$ cat src/fshp_pkg.sv
// Overview of operation
// RQ1 - priority 0..15 per handler, byte accessible
// RQ2 - fields 4,5,6 / 11 / 14,15 placement
// RQ3 - priority low nibble reads zero, ignores writes
// RQ4 - coprocessor attempt sets bit 19
// RQ5 - bad return load sets bit 18
// RQ6 - illegal state sets bit 17, not undefined
// RQ7 - undecodable instruction sets bit 16
// RQ8 - bus address valid bit 15, memfault clears
// RQ9 - hard fault handler clears bus valid (no hard fault input here; only a memfault or a status write of one clears it)
// RQ10 - stacking error bit 12, no address
// RQ11 - unstacking error bit 11, no address
// RQ12 - software keeps bits 14:13 cleared
// RQ13 - mem fault address at 0x34
// RQ14 - mem address is actual faulting address
// RQ15 - bus fault address at 0x38
// RQ16 - bus address is requested address
// RQ17 - flags sticky, write one clears
`default_nettype none
package fshp_pkg;
    localparam int ADDR_W = 8;
    localparam logic [7:0] OFS_PRIO_ONE = 8'h18;
    localparam logic [7:0] OFS_PRIO_TWO = 8'h1c;
    localparam logic [7:0] OFS_PRIO_THREE = 8'h20;
    localparam logic [7:0] OFS_FAULT_STATUS = 8'h28;
    localparam logic [7:0] OFS_MEM_ADDR = 8'h34;
    localparam logic [7:0] OFS_BUS_ADDR = 8'h38;
    localparam logic [7:0] OFS_IRQ_MASK = 8'h3c;
    // status bit positions
    localparam int BIT_COPROC = 19;
    localparam int BIT_BADRET = 18;
    localparam int BIT_ILLSTATE = 17;
    localparam int BIT_UNDEF = 16;
    localparam int BIT_BAV = 15;
    localparam int BIT_STK = 12;
    localparam int BIT_UNSTK = 11;
    localparam int BIT_MAV = 7;
    localparam logic [31:0] STATUS_IMPL = 32'h000f_9880;
    // implemented priority bits: upper nibble of each live byte
    localparam logic [31:0] PRIO_ONE_IMPL = 32'h00f0_f0f0;
    localparam logic [31:0] PRIO_TWO_IMPL = 32'hf000_0000;
    localparam logic [31:0] PRIO_THREE_IMPL = 32'hf0f0_0000;
    localparam logic [31:0] ALL_IMPL = 32'hffff_ffff;
    localparam logic [31:0] RST_WORD = 32'h0000_0000;
    localparam logic [1:0] RESP_OKAY = 2'h0;
    localparam logic [1:0] RESP_SLVERR = 2'h2;

    typedef enum logic [2:0] {
        SEL_NONE, SEL_PRI1, SEL_PRI2, SEL_PRI3,
        SEL_STATUS, SEL_MEM, SEL_BUS, SEL_MASK
    } fshp_sel_t;

    typedef struct packed {
        logic [31:0] pri1;
        logic [31:0] pri2;
        logic [31:0] pri3;
        logic [31:0] status;
        logic [31:0] mem_addr;
        logic [31:0] bus_addr;
        logic [31:0] mask;
        logic irq;
        logic aw_have;
        logic [7:0] aw_addr;
        logic w_have;
        logic [31:0] w_data;
        logic [3:0] w_strb;
        logic awready;
        logic wready;
        logic bvalid;
        logic [1:0] bresp;
        logic arready;
        logic rvalid;
        logic [31:0] rdata;
        logic [1:0] rresp;
    } fshp_state_t;
endpackage : fshp_pkg
`default_nettype wire

$ cat src/fshp_top.sv
// The AXI4-Lite interface to the registers was decided locally.
`default_nettype none
module fshp_top
    import fshp_pkg::*;
(
    // clock and reset
    input wire logic aclk,
    input wire logic aresetn,
    // axi4-lite write address
    input wire logic [7:0] s_axi_awaddr,
    input wire logic s_axi_awvalid,
    output logic s_axi_awready,
    // axi4-lite write data
    input wire logic [31:0] s_axi_wdata,
    input wire logic [3:0] s_axi_wstrb,
    input wire logic s_axi_wvalid,
    output logic s_axi_wready,
    // axi4-lite write response
    output logic [1:0] s_axi_bresp,
    output logic s_axi_bvalid,
    input wire logic s_axi_bready,
    // axi4-lite read address
    input wire logic [7:0] s_axi_araddr,
    input wire logic s_axi_arvalid,
    output logic s_axi_arready,
    // axi4-lite read data
    output logic [31:0] s_axi_rdata,
    output logic [1:0] s_axi_rresp,
    output logic s_axi_rvalid,
    input wire logic s_axi_rready,
    // usage fault events from the pipeline
    input wire logic evt_coproc,
    input wire logic evt_bad_return,
    input wire logic evt_illegal_state,
    input wire logic evt_undecodable,
    // bus fault events
    input wire logic evt_bus_precise,
    input wire logic [31:0] bus_req_addr,
    input wire logic evt_stacking_err,
    input wire logic evt_unstacking_err,
    // memory management fault event
    input wire logic evt_mem_fault,
    input wire logic [31:0] mem_fault_addr,
    // handler priorities to the core
    output logic [3:0] prio_mem_mgmt,
    output logic [3:0] prio_bus,
    output logic [3:0] prio_usage,
    output logic [3:0] prio_supervisor,
    output logic [3:0] prio_pendable,
    output logic [3:0] prio_tick,
    // interrupt
    output logic irq
);

    fshp_state_t st_r;
    fshp_state_t st_nxt;
    fshp_sel_t wr_sel;
    logic wr_go;
    logic [31:0] set_v;
    logic [31:0] clr_v;
    logic [31:0] kill_v;

    function automatic fshp_sel_t sel_of(input logic [7:0] a);
        case (a)
            OFS_PRIO_ONE: sel_of = SEL_PRI1;
            OFS_PRIO_TWO: sel_of = SEL_PRI2;
            OFS_PRIO_THREE: sel_of = SEL_PRI3;
            OFS_FAULT_STATUS: sel_of = SEL_STATUS;
            OFS_MEM_ADDR: sel_of = SEL_MEM;
            OFS_BUS_ADDR: sel_of = SEL_BUS;
            OFS_IRQ_MASK: sel_of = SEL_MASK;
            default: sel_of = SEL_NONE;
        endcase
    endfunction : sel_of

    // byte-lane merge limited to implemented bits
    function automatic logic [31:0] merge(
        input logic [31:0] old,
        input logic [31:0] nw,
        input logic [3:0] strb,
        input logic [31:0] impl
    );
        logic [31:0] lanes;
        lanes = {{8{strb[3]}}, {8{strb[2]}}, {8{strb[1]}}, {8{strb[0]}}};
        merge = ((old & ~lanes) | (nw & lanes)) & impl; // RQ1 RQ3
    endfunction : merge

    function automatic logic [31:0] read_word(
        input fshp_state_t s,
        input fshp_sel_t sel
    );
        case (sel)
            SEL_PRI1: read_word = s.pri1;
            SEL_PRI2: read_word = s.pri2;
            SEL_PRI3: read_word = s.pri3;
            SEL_STATUS: read_word = s.status;
            SEL_MEM: read_word = s.mem_addr;
            SEL_BUS: read_word = s.bus_addr;
            SEL_MASK: read_word = s.mask;
            default: read_word = RST_WORD;
        endcase
    endfunction : read_word

    always_comb begin
        st_nxt = st_r;
        set_v = RST_WORD;
        clr_v = RST_WORD;
        kill_v = RST_WORD;
        wr_go = st_r.aw_have && st_r.w_have && !st_r.bvalid;
        wr_sel = sel_of(st_r.aw_addr);

        // write channels are taken independently, in either order
        if (s_axi_awvalid && st_r.awready) begin
            st_nxt.aw_have = 1'b1;
            st_nxt.aw_addr = s_axi_awaddr;
        end
        if (s_axi_wvalid && st_r.wready) begin
            st_nxt.w_have = 1'b1;
            st_nxt.w_data = s_axi_wdata;
            st_nxt.w_strb = s_axi_wstrb;
        end
        if (st_r.bvalid && s_axi_bready) begin
            st_nxt.bvalid = 1'b0;
        end

        if (wr_go) begin
            st_nxt.aw_have = 1'b0;
            st_nxt.w_have = 1'b0;
            st_nxt.bvalid = 1'b1;
            st_nxt.bresp = RESP_OKAY;
            case (wr_sel)
                SEL_PRI1: begin
                    st_nxt.pri1 = merge(st_r.pri1, st_r.w_data, st_r.w_strb,
                        PRIO_ONE_IMPL); // RQ2
                end
                SEL_PRI2: begin
                    st_nxt.pri2 = merge(st_r.pri2, st_r.w_data, st_r.w_strb,
                        PRIO_TWO_IMPL); // RQ2
                end
                SEL_PRI3: begin
                    st_nxt.pri3 = merge(st_r.pri3, st_r.w_data, st_r.w_strb,
                        PRIO_THREE_IMPL); // RQ2
                end
                SEL_STATUS: begin
                    // write one clears; reserved 14:13 are simply not stored
                    clr_v = merge(RST_WORD, st_r.w_data, st_r.w_strb,
                        STATUS_IMPL); // RQ17 RQ12
                end
                SEL_MEM: begin
                    st_nxt.mem_addr = merge(st_r.mem_addr, st_r.w_data,
                        st_r.w_strb, ALL_IMPL);
                end
                SEL_BUS: begin
                    st_nxt.bus_addr = merge(st_r.bus_addr, st_r.w_data,
                        st_r.w_strb, ALL_IMPL);
                end
                SEL_MASK: begin
                    st_nxt.mask = merge(st_r.mask, st_r.w_data, st_r.w_strb,
                        STATUS_IMPL);
                end
                default: begin
                    st_nxt.bresp = RESP_SLVERR;
                end
            endcase
        end

        // read: one cycle from address taken to data
        if (st_r.rvalid && s_axi_rready) begin
            st_nxt.rvalid = 1'b0;
        end
        if (s_axi_arvalid && st_r.arready) begin
            st_nxt.rvalid = 1'b1;
            st_nxt.rdata = read_word(st_r, sel_of(s_axi_araddr));
            st_nxt.rresp = (sel_of(s_axi_araddr) == SEL_NONE) ? RESP_SLVERR
                : RESP_OKAY;
        end

        // fault events
        set_v[BIT_COPROC] = evt_coproc; // RQ4
        set_v[BIT_BADRET] = evt_bad_return; // RQ5
        // an undefined instruction never counts as an illegal state use
        set_v[BIT_ILLSTATE] = evt_illegal_state && !evt_undecodable; // RQ6
        set_v[BIT_UNDEF] = evt_undecodable; // RQ7
        set_v[BIT_STK] = evt_stacking_err; // RQ10
        set_v[BIT_UNSTK] = evt_unstacking_err; // RQ11
        if (evt_bus_precise) begin
            set_v[BIT_BAV] = 1'b1; // RQ8
            st_nxt.bus_addr = bus_req_addr; // RQ15 RQ16
        end
        if (evt_mem_fault) begin
            set_v[BIT_MAV] = 1'b1;
            st_nxt.mem_addr = mem_fault_addr; // RQ13 RQ14
            kill_v[BIT_BAV] = 1'b1; // RQ8
        end
        // set wins over any clear in the same cycle
        st_nxt.status = ((st_r.status & ~clr_v & ~kill_v) | set_v)
            & STATUS_IMPL; // RQ17
        st_nxt.irq = |(st_nxt.status & st_nxt.mask);

        st_nxt.awready = !st_nxt.aw_have && !st_nxt.bvalid;
        st_nxt.wready = !st_nxt.w_have && !st_nxt.bvalid;
        st_nxt.arready = !st_nxt.rvalid;
    end

    always_ff @(posedge aclk) begin
        if (!aresetn) begin
            st_r <= '0;
        end else begin
            st_r <= st_nxt;
        end
    end

    assign s_axi_awready = st_r.awready;
    assign s_axi_wready = st_r.wready;
    assign s_axi_bvalid = st_r.bvalid;
    assign s_axi_bresp = st_r.bresp;
    assign s_axi_arready = st_r.arready;
    assign s_axi_rvalid = st_r.rvalid;
    assign s_axi_rdata = st_r.rdata;
    assign s_axi_rresp = st_r.rresp;
    assign irq = st_r.irq;
    assign prio_mem_mgmt = st_r.pri1[7:4]; // RQ2
    assign prio_bus = st_r.pri1[15:12];
    assign prio_usage = st_r.pri1[23:20];
    assign prio_supervisor = st_r.pri2[31:28];
    assign prio_pendable = st_r.pri3[23:20];
    assign prio_tick = st_r.pri3[31:28];
endmodule : fshp_top
`default_nettype wire

$ cat config.mk
export PLATFORM = sky130hd
export DESIGN_NAME = fshp_top
export DESIGN_NICKNAME = d
export VERILOG_FILES = /design/src/fshp_pkg.sv /design/src/fshp_top.sv
export SDC_FILE = /design/constraint.sdc
export NUM_CORES = 1
export LEC_CHECK = 0
export BUFFER_PORTS_ARGS = -buffer_cell sky130_fd_sc_hd__buf_2
export CORE_UTILIZATION = 55
export DETAILED_ROUTE_END_ITERATION = 10
export PLACE_DENSITY = 0.81
export SLEW_MARGIN = 20
export SYNTH_ARGS = -nofsm -noshare
export SYNTH_HDL_FRONTEND = slang
export SYNTH_SLANG_ARGS = --single-unit
$ cat constraint.sdc
create_clock -name aclk -period 3.8 [get_ports aclk]
set_input_delay 0.76 -clock aclk [delete_from_list [all_inputs] [get_ports aclk]]
set_output_delay 0.76 -clock aclk [all_outputs]
set_load 0.05 [all_outputs]
After elaboration in Yosys (flattened, before gate mapping)
Cells that the tools add are included.
Word-level totals
  word-level logic and storage cells: 121
  register bits: 216
  bits of input ports: 131
Operators by class
  equal/unequal tests: 28
  mux-type cells: 24
  reduce and logical (&&, ||, !) cells: 28
  bitwise operators: 20
Operators by type and width (count)
  $pmux W32 S7: 1
  $and A32 B32 Y32: 5
  $mux W32: 5
  $or A32 B32 Y32: 4
  $mux W96: 1
  $eq A8 B6 Y1 const B: 10
  $and A20 B20 Y20: 3
  $pmux W3 S7: 2
  $mux W20: 2
  $or A20 B20 Y20: 2
  $mux W37: 1
  $mux W35: 1
  $and A20 B32 Y32: 1
  $eq A8 B5 Y1 const B: 4
  $not A32 Y32: 1
  $reduce_or A32 Y1: 1
  $and A24 B24 Y24: 1
  $eq A3 B3 Y1 const B: 8
  $or A24 B24 Y24: 1
  $not A16 Y20: 1
  $not A20 Y20: 1
  $eq A3 B2 Y1 const B: 4
  $logic_and A1 B1 Y1: 10
  $reduce_and A2 Y1: 5
  9 further kinds: 25

Depth between registers and ports, before layout
Gate-level depths: netlist of the first run.
  depth in word-level cells: 11
  depth in mapped cells: 8

Worst setup path before layout of the first run
Ideal clock, no wire load.
  kind: input-to-reg
  from: input port s_axi_araddr[5]
  to: register st_r (netlist bit s_axi_rdata[12])
  buffers on the path: 2
  arrival time: 2312 ps
  stages: 8
  slack: 1413 ps
  path through: clkbuf_1 -> nand2b_1 -> nor4_1 -> and3_1 -> clkbuf_1 -> a22oi_1 -> a31o_2 -> a21boi_0
On the way
  longest elaborated chain between the ends: 5
  elaborated cells on any way between the ends: 17
  those cells by class: 14 x eq/ne; 3 x mux
RTL lines
  from (decl): RTL line fshp_top.sv:23  | input wire logic [7:0] s_axi_araddr,
  $eq A8 B6 Y1 or $eq A8 B5 Y1 (tied branches): RTL line fshp_top.sv:64  | case (a)
  $pmux W3 S7 *: RTL line fshp_top.sv:64
  $mux W3 *: RTL line fshp_top.sv:171  | if (s_axi_arvalid && st_r.arready) begin
  $eq A3 B3 Y1, or another cell as far along: RTL line fshp_top.sv:92  | case (sel)
  $pmux W32 S7 *: RTL line fshp_top.sv:92
  to (signal assigned): RTL line fshp_top.sv:209  | st_r <= st_nxt;
  to (decl): RTL line fshp_top.sv:55  | fshp_state_t st_r;
Mark *: on every way between the ends. The rest lies on a longest branch, timed or not. The select of a mux whose other input is x is not followed.
A chain may end at the register's enable or synchronous reset.

Worst setup path after layout of the first run
  from: register st_r[85] (netlist name)
  to: register st_r[135] (netlist name)
On the way
  longest elaborated chain between the ends: 5
  elaborated cells on any way between the ends: 11
  those cells by class: 8 x eq/ne; 1 x mux; 2 x reduce/logical
RTL lines
  $eq A8 B6 Y1 or $eq A8 B5 Y1 (tied branches): RTL line fshp_top.sv:64
  $pmux W3 S7 *: RTL line fshp_top.sv:64
  $eq A3 B3 Y1 *: RTL line fshp_top.sv:131  | case (wr_sel)
  $reduce_bool A2 Y1 (no source line) *
  $reduce_and A2 Y1 (no source line) *
Mark *: on every way between the ends. The rest lies on a longest branch, timed or not.

==> results of run 1 <==
## routing by layer
metal / share of wire [%] / vias to the layer above
li1: - / 3702
met1: 43 / 3577
met2: 48 / 301
met3: 6.2 / 49
met4: 2.7 / 0
met5: 0 / -
## Yosys cell counts (all sizes together) (9+ instances only)
cell / instances
and2: 77
nor3b: 14
dfxtp: 190
a222oi: 13
a21boi: 66
nand3: 19
nor2: 22
o21ai: 76
a221oi: 11
buf: 67
nor2b: 28
mux2i: 85
nand2: 207
clkbuf: 61
a21oi: 19
a21o: 9
## power breakdown
part	internal (uW)	switching [uW]
Sequential	2080	72.3
Combinational	175	262
Clock	981	816
Total	3230	1150
## critical path: cells and delay by family, from the launching register on
| family | cells | cell delay, ns |
|---|---|---|
| and+or+nand+nor | 4 | 1.76 |
| muxes | 1 | 0.29 |
| DFF | 1 | 0.32 |
| AOI/OAI and AO/OA | 1 | 0.09 |
## worst max path at each step
stage,from,to,slack (ns)
floorplan,s_axi_araddr[5],s_axi_rdata[12],1.41
global placement,s_axi_araddr[7],s_axi_rdata[2],1.07
detailed placement,s_axi_araddr[7],s_axi_rdata[1],0.97
CTS,st_r[85],st_r[135],1.18
global route,st_r[85],st_r[136],1.05
finish,st_r[85],st_r[135],1.23
## cell usage in the layout (no fill, tap or decap), drive strengths merged, types with 13 or more instances in the layout
master / instances
and2: 77
mux2i: 85
nor2: 22
a222oi: 13
a21boi: 66
a21oi: 19
nor2b: 28
clkbuf: 18
nor3b: 14
buf: 208
nand2: 207
o21ai: 76
nand3: 19
dfxtp: 190
## area by class of cell
type / count / area (sq um) / area share [%]
Multi-Input combinational cell: 716 / 4440 / 43.4
Sequential cell: 190 / 3800 / 37.2
Timing Repair Buffer: 208 / 1110 / 10.8
Clock buffer: 18 / 429 / 4.20
Tap cell: 216 / 270 / 2.64
Clock inverter: 14 / 160 / 1.57
Inverter: 4 / 15.0 / 0.147
## logic make-up (layout without fill, tap and decap cells)
family                 count (synthesis)  in the layout  synth area share [%]
other                                  1              2                0.0418
buffers and inverters                132            244                  8.06
flip-flops                           190            190                  42.4
multiplexers                          93             93                  10.5
AND/OR/NAND/NOR                      402            402                  22.7
AO/OA/AOI/OAI                        219            219                  16.3
## through the flow
step | hold slack (ns) | instance area (sq um)
after floorplan | 0.441 | 8960
after global placement | 0.465 | 9630
after detailed placement | 0.465 | 9630
after CTS | 0.483 | 10200
after global routing | 0.501 | 10200
final | 0.480 | 10200
==> flow_summary.toml, run 1 <==
[final_layout]
nNetsFinal = 1268
utilization_pct = 64.4
area_growth_pct = 14.1
n_fill_cell = 1352
diodes = 0
drive_gt1_share_pct = 22.5
fin_cells = 1366

[critical_path]
end_kind = "flip-flop"
criticalPathCategory = "flip-flop to flip-flop"
path_max_fanout = 8
reg2regPathDepth = 6
start_kind = "flip-flop"
required_ns = 4.14
rrSetupSlack_ns = 1.23
arrival_ns = 2.90
reg2reg_from = "st_r[85]"
r2r-end = "st_r[135]"
worstPathCellList = "or4_4 > nor4_2 > nand2_1 > mux2i_1 > o21ai_0 > and2_1"
max_stage_delay_ns = 0.58
crit_slowest_cell = "or4_4"

[sta]
finalMaxSlewViolations = 0
setup_tns_ns = 0
slew_headroom_pct = 34.3
setup_viol = 0
period_minus_slack_ns = 2.57
max_freq_mhz = 389
tightestPinTransition_ns = 0.983
period_share_pct = 67.6
fin_ws_ns = 1.23
rsz0062_at_grt = "no"
finalHoldViolations = 0
skew_ns = 0.0102

[synthesis]
synth_edf_count = 0
ys_seq_elements = 190
syn-cell-area_sq_um = 8960
netlist_instances = 1037
synth_top_area_share_pct = 42.4
ys_async_sr_fraction_pct = 0
yosysTopAreaCell = "dfxtp_1"
synthTopCellsByArea = "dfxtp_1, mux2i_1, nand2_1"
synthFlopType = "dfxtp_1"
syn_avg_cell_area_sq_um = 8.64
ys_seq_area_share_pct = 42.4
synth.distinct_cells = 49
yosys_warnings = 0

[detailed_routing]
drc = 0
vias_per_cell = 5.58
drt_iter0_markers = 710
postRouteAntennaNets = 0
vias = 7629
drt-pass1-iter-count = 6
wl_per_cell_um = 17.3
finalWirelength_um = 23700

[global_routing]
track_usage_pct = 28.4
busiest_layer = "met2"
antenna_found_initial = 0
grt.met1_usage_pct = 35.5
use_met3_pct = 5.24
grt_max_degree = 86
grt_pass1_vias = 7164
overflow = 0
grt_util_met2_pct = 47.5
grt_first_pass_wirelength_um = 36500

[floorplan]
die_area_sq_um = 16800
num_rows = 46
fp.dieH_um = 130
initial_core_util_pct = 56.4
ios = 197
fp.dieW_um = 130
core_area_sq_um = 15900

[status]
status = "complete, no violations"

[clocking]
clockRootBuffer = "clkbuf_16"
postCtsSetupBuffers = 0
ctsHtreeMaxLevel = 4
hold_buffers = 0
cts.reportedPaths.clkPinSlew_ns = 0.07
cts_buffers = 17
cts_tree = "built"
clockBufferDepth = 2
clk_latency_ns = 0.44
cts_resized = 0
numClockSinks = 190

[power]
leakage_uw = 0.00456
total_power_uw = 4380
irDropWorstVdd_mv = 0.371
p_per_area_nw_per_um2 = 429

[hold_path]
min_from = "st_r[84]"
hold_depth = 2
hold_path_class = "flip-flop to flip-flop"
holdPathEnd = "st_r[84]"

[placement]
gp_congestion = 0.945
post-place-ws_ns = 0.966
dp.cells = 1334
hpwlAfterDp_um = 16400
portBuffers = 194

[run]
maxCapViolCount = 0
Power figures use the tool's default switching activity.
==> run 2: changes to the inputs <==
--- a/config.mk
+++ b/config.mk
@@ -5,10 +5,11 @@
 export SDC_FILE = /design/constraint.sdc
 export NUM_CORES = 1
 export LEC_CHECK = 0
+export ABC_AREA = 1
 export BUFFER_PORTS_ARGS = -buffer_cell sky130_fd_sc_hd__buf_2
 export CORE_UTILIZATION = 55
 export DETAILED_ROUTE_END_ITERATION = 10
-export PLACE_DENSITY = 0.81
+export PLACE_DENSITY = 0.8
 export SLEW_MARGIN = 20
 export SYNTH_ARGS = -nofsm -noshare
 export SYNTH_HDL_FRONTEND = slang
==> constraint.sdc (replaced) <==
create_clock -name aclk -period 2.4 [get_ports aclk]
set_input_delay 0.48 -clock aclk [delete_from_list [all_inputs] [get_ports aclk]]
set_output_delay 0.48 -clock aclk [all_outputs]
set_load 0.05 [all_outputs]
==> run 2 against run 1 <==
Clock power is 74% higher. Core utilization hardly changed. Setup slack worse by 0.79 ns. Non-clock buffer count is 7 higher. Critical endpoint is now st_r[150]. Maximum frequency is 31% higher.
==> flow_summary.toml, run 2 <==
[synthesis]
synthFlopType = "dfxtp_1"
netlist_instances = 1440
yosys.area_share.simple_pct = 29.9
synthTopCellsByArea = "dfxtp_1, nand2_1, a21oi_1"
synth_compound_area_share_pct = 17.9
synth_edf_count = 0
synth.distinct_cells = 33
synth_top_area_share_pct = 39.7
syn-cell-area_sq_um = 9590
syn_avg_cell_area_sq_um = 6.66
ys_async_sr_fraction_pct = 0
yosys_warnings = 0
yosysTopAreaCell = "dfxtp_1"
synth_mux_area_share_pct = 0
synth_top_family_by_area = "simple AND/OR/NAND/NOR gates"
synthXorXnorAreaFrac_pct = 0
ys_seq_elements = 190
synth.most_common_cell = "nand2_1"
synthAdderAreaFrac_pct = 0
ys_seq_area_share_pct = 39.7
synthTopCellsByCount = "nand2_1, a21oi_1, dfxtp_1, nor2_1, o21ai_0"

[sta]
skew_ns = 0.00769
setup_viol = 0
tightestPinTransition_ns = 1.03
period_share_pct = 81.6
slew_headroom_pct = 30.7
max_freq_mhz = 511
period_minus_slack_ns = 1.96
finalHoldViolations = 0
finalMaxSlewViolations = 0
rsz0062_at_grt = "no"
setup_tns_ns = 0

[detailed_routing]
drt_iter0_markers = 1116
postRouteAntennaNets = 0
finalWirelength_um = 29000
drt-pass1-iter-count = 6
drc = 0
vias_per_cell = 5.63
wl_per_cell_um = 16.4
vias = 9954

[clocking]
clk_latency_ns = 0.44
cts_tree = "built"
cts.reportedPaths.clkPinSlew_ns = 0.07
hold_buffers = 0
clockBufferDepth = 2
cts_resized = 0
postCtsSetupBuffers = 0
numClockSinks = 190
ctsHtreeMaxLevel = 4
clockRootBuffer = "clkbuf_16"
cts_buffers = 17

[global_routing]
track_usage_pct = 32.4
grt_pass1_vias = 8897
grt_max_degree = 67
overflow = 0
antenna_found_initial = 0
grt_first_pass_wirelength_um = 45700

[floorplan]
fp.dieW_um = 134
num_rows = 47
core_area_sq_um = 16800
initial_core_util_pct = 57.0
die_area_sq_um = 18000
ios = 197
fp.dieH_um = 134

[critical_path]
path_max_fanout = 32
start_kind = "flip-flop"
end_kind = "flip-flop"
required_ns = 2.76
criticalPathCategory = "flip-flop to flip-flop"
arrival_ns = 2.32

[final_layout]
n_fill_cell = 1614
nNetsFinal = 1666
area_growth_pct = 12.9
layout_commonest_cell = "nand2_1"
final_cell_mix = "nand2_1, a21oi_1, buf_2"
drive_gt1_share_pct = 18.4
multiInputGateArea_sq_um = 4590
seqCellArea_sq_um = 3800
diodes = 0

[status]
status = "complete, no violations"

[power]
irDropWorstVdd_mv = 0.543
p_per_area_nw_per_um2 = 669
leakage_uw = 0.00475
total_power_uw = 7240

[placement]
gp_congestion = 0.899
portBuffers = 194
hpwlAfterDp_um = 20000

[hold_path]
hold_path_class = "primary input to flip-flop"

[run]
maxCapViolCount = 0
[run 2: changes by cell type after synthesis, moves of 37 or more]
cell / before / now
a21oi_1: 19 / 212
and2_1: 77 / 0
a21boi_0: 66 / 0
mux2i_1: 85 / 0
nand2_1: 207 / 480
nand3_1: 15 / 64
nor2_1: 22 / 91
o21ai_0: 44 / 81
inv_1: 4 / 71
[run 2: logic make-up (layout without fill, tap and decap cells)]
group / after synthesis / count (layout)
AOI/OAI and AO/OA: 340 / 340
buffers and inverters: 229 / 336
DFF: 190 / 190
other: 1 / 2
and+or+nand+nor: 680 / 680
[run 2: area by class of cell]
class                      instances  area share [%]
clock buffer                      21            4.25
clock inverter                    11            1.72
inverter                          89            3.11
multi-input combinational       1022            42.4
sequential                       190            35.1
tap                              220            2.54
timing repair buffer             215            10.8
[run 2: path summary, 6_finish.rpt]
check	startpoint	to	cells past startpoint	slack, ns
setup / recovery	s_axi_bvalid	st_r[150]	7	0.44
hold / removal	s_axi_wdata[17]	st_r[62]	3	0.29
setup reg to reg	s_axi_bvalid	st_r[150]	7	0.44
hold reg to reg	s_axi_rdata[11]	s_axi_rdata[11]	2	0.46
[run 2: critical path, cell delays in order (launching register included)]
cell and delay, ns:
dfxtp_1 0.31, inv_1 0.11, nand3_4 0.18, inv_2 0.38, nand2_4 0.38, o21ai_1 0.23, nand2_1 0.09, a21oi_1 0.19
[run 2: power breakdown]
group | internal, uW | switching [uW]
Combinational | 244 | 484
Sequential | 3260 | 102
Clock | 1900 | 1240
[run 2: through the flow]
step | cell area, sq um | hold slack, ns | std cells | setup slack, ns | utilization, %
6_report | 10800 | 0.286 | 1768 | 0.442 | 64.3
4_1_cts | 10800 | 0.283 | 1768 | 0.505 | 64.3
3_5_place_dp | 10200 | 0.443 | 1736 | 0.399 | 60.5
3_3_place_gp | 10200 | 0.450 | 1736 | 0.437 | 60.5
2_1_floorplan | 9590 | 0.430 | 1441 | 0.720 | -
5_1_grt | 10800 | 0.297 | 1768 | 0.343 | 64.3
[run 2: routing by layer]
metal	vias up	part of all wire, %	GRT usage [%]
met4	0	3.0	12.9
li1	4787	-	-
met5	-	0	0
met1	4545	44	45.6
met3	66	9.7	5.90
met2	556	44	49.1
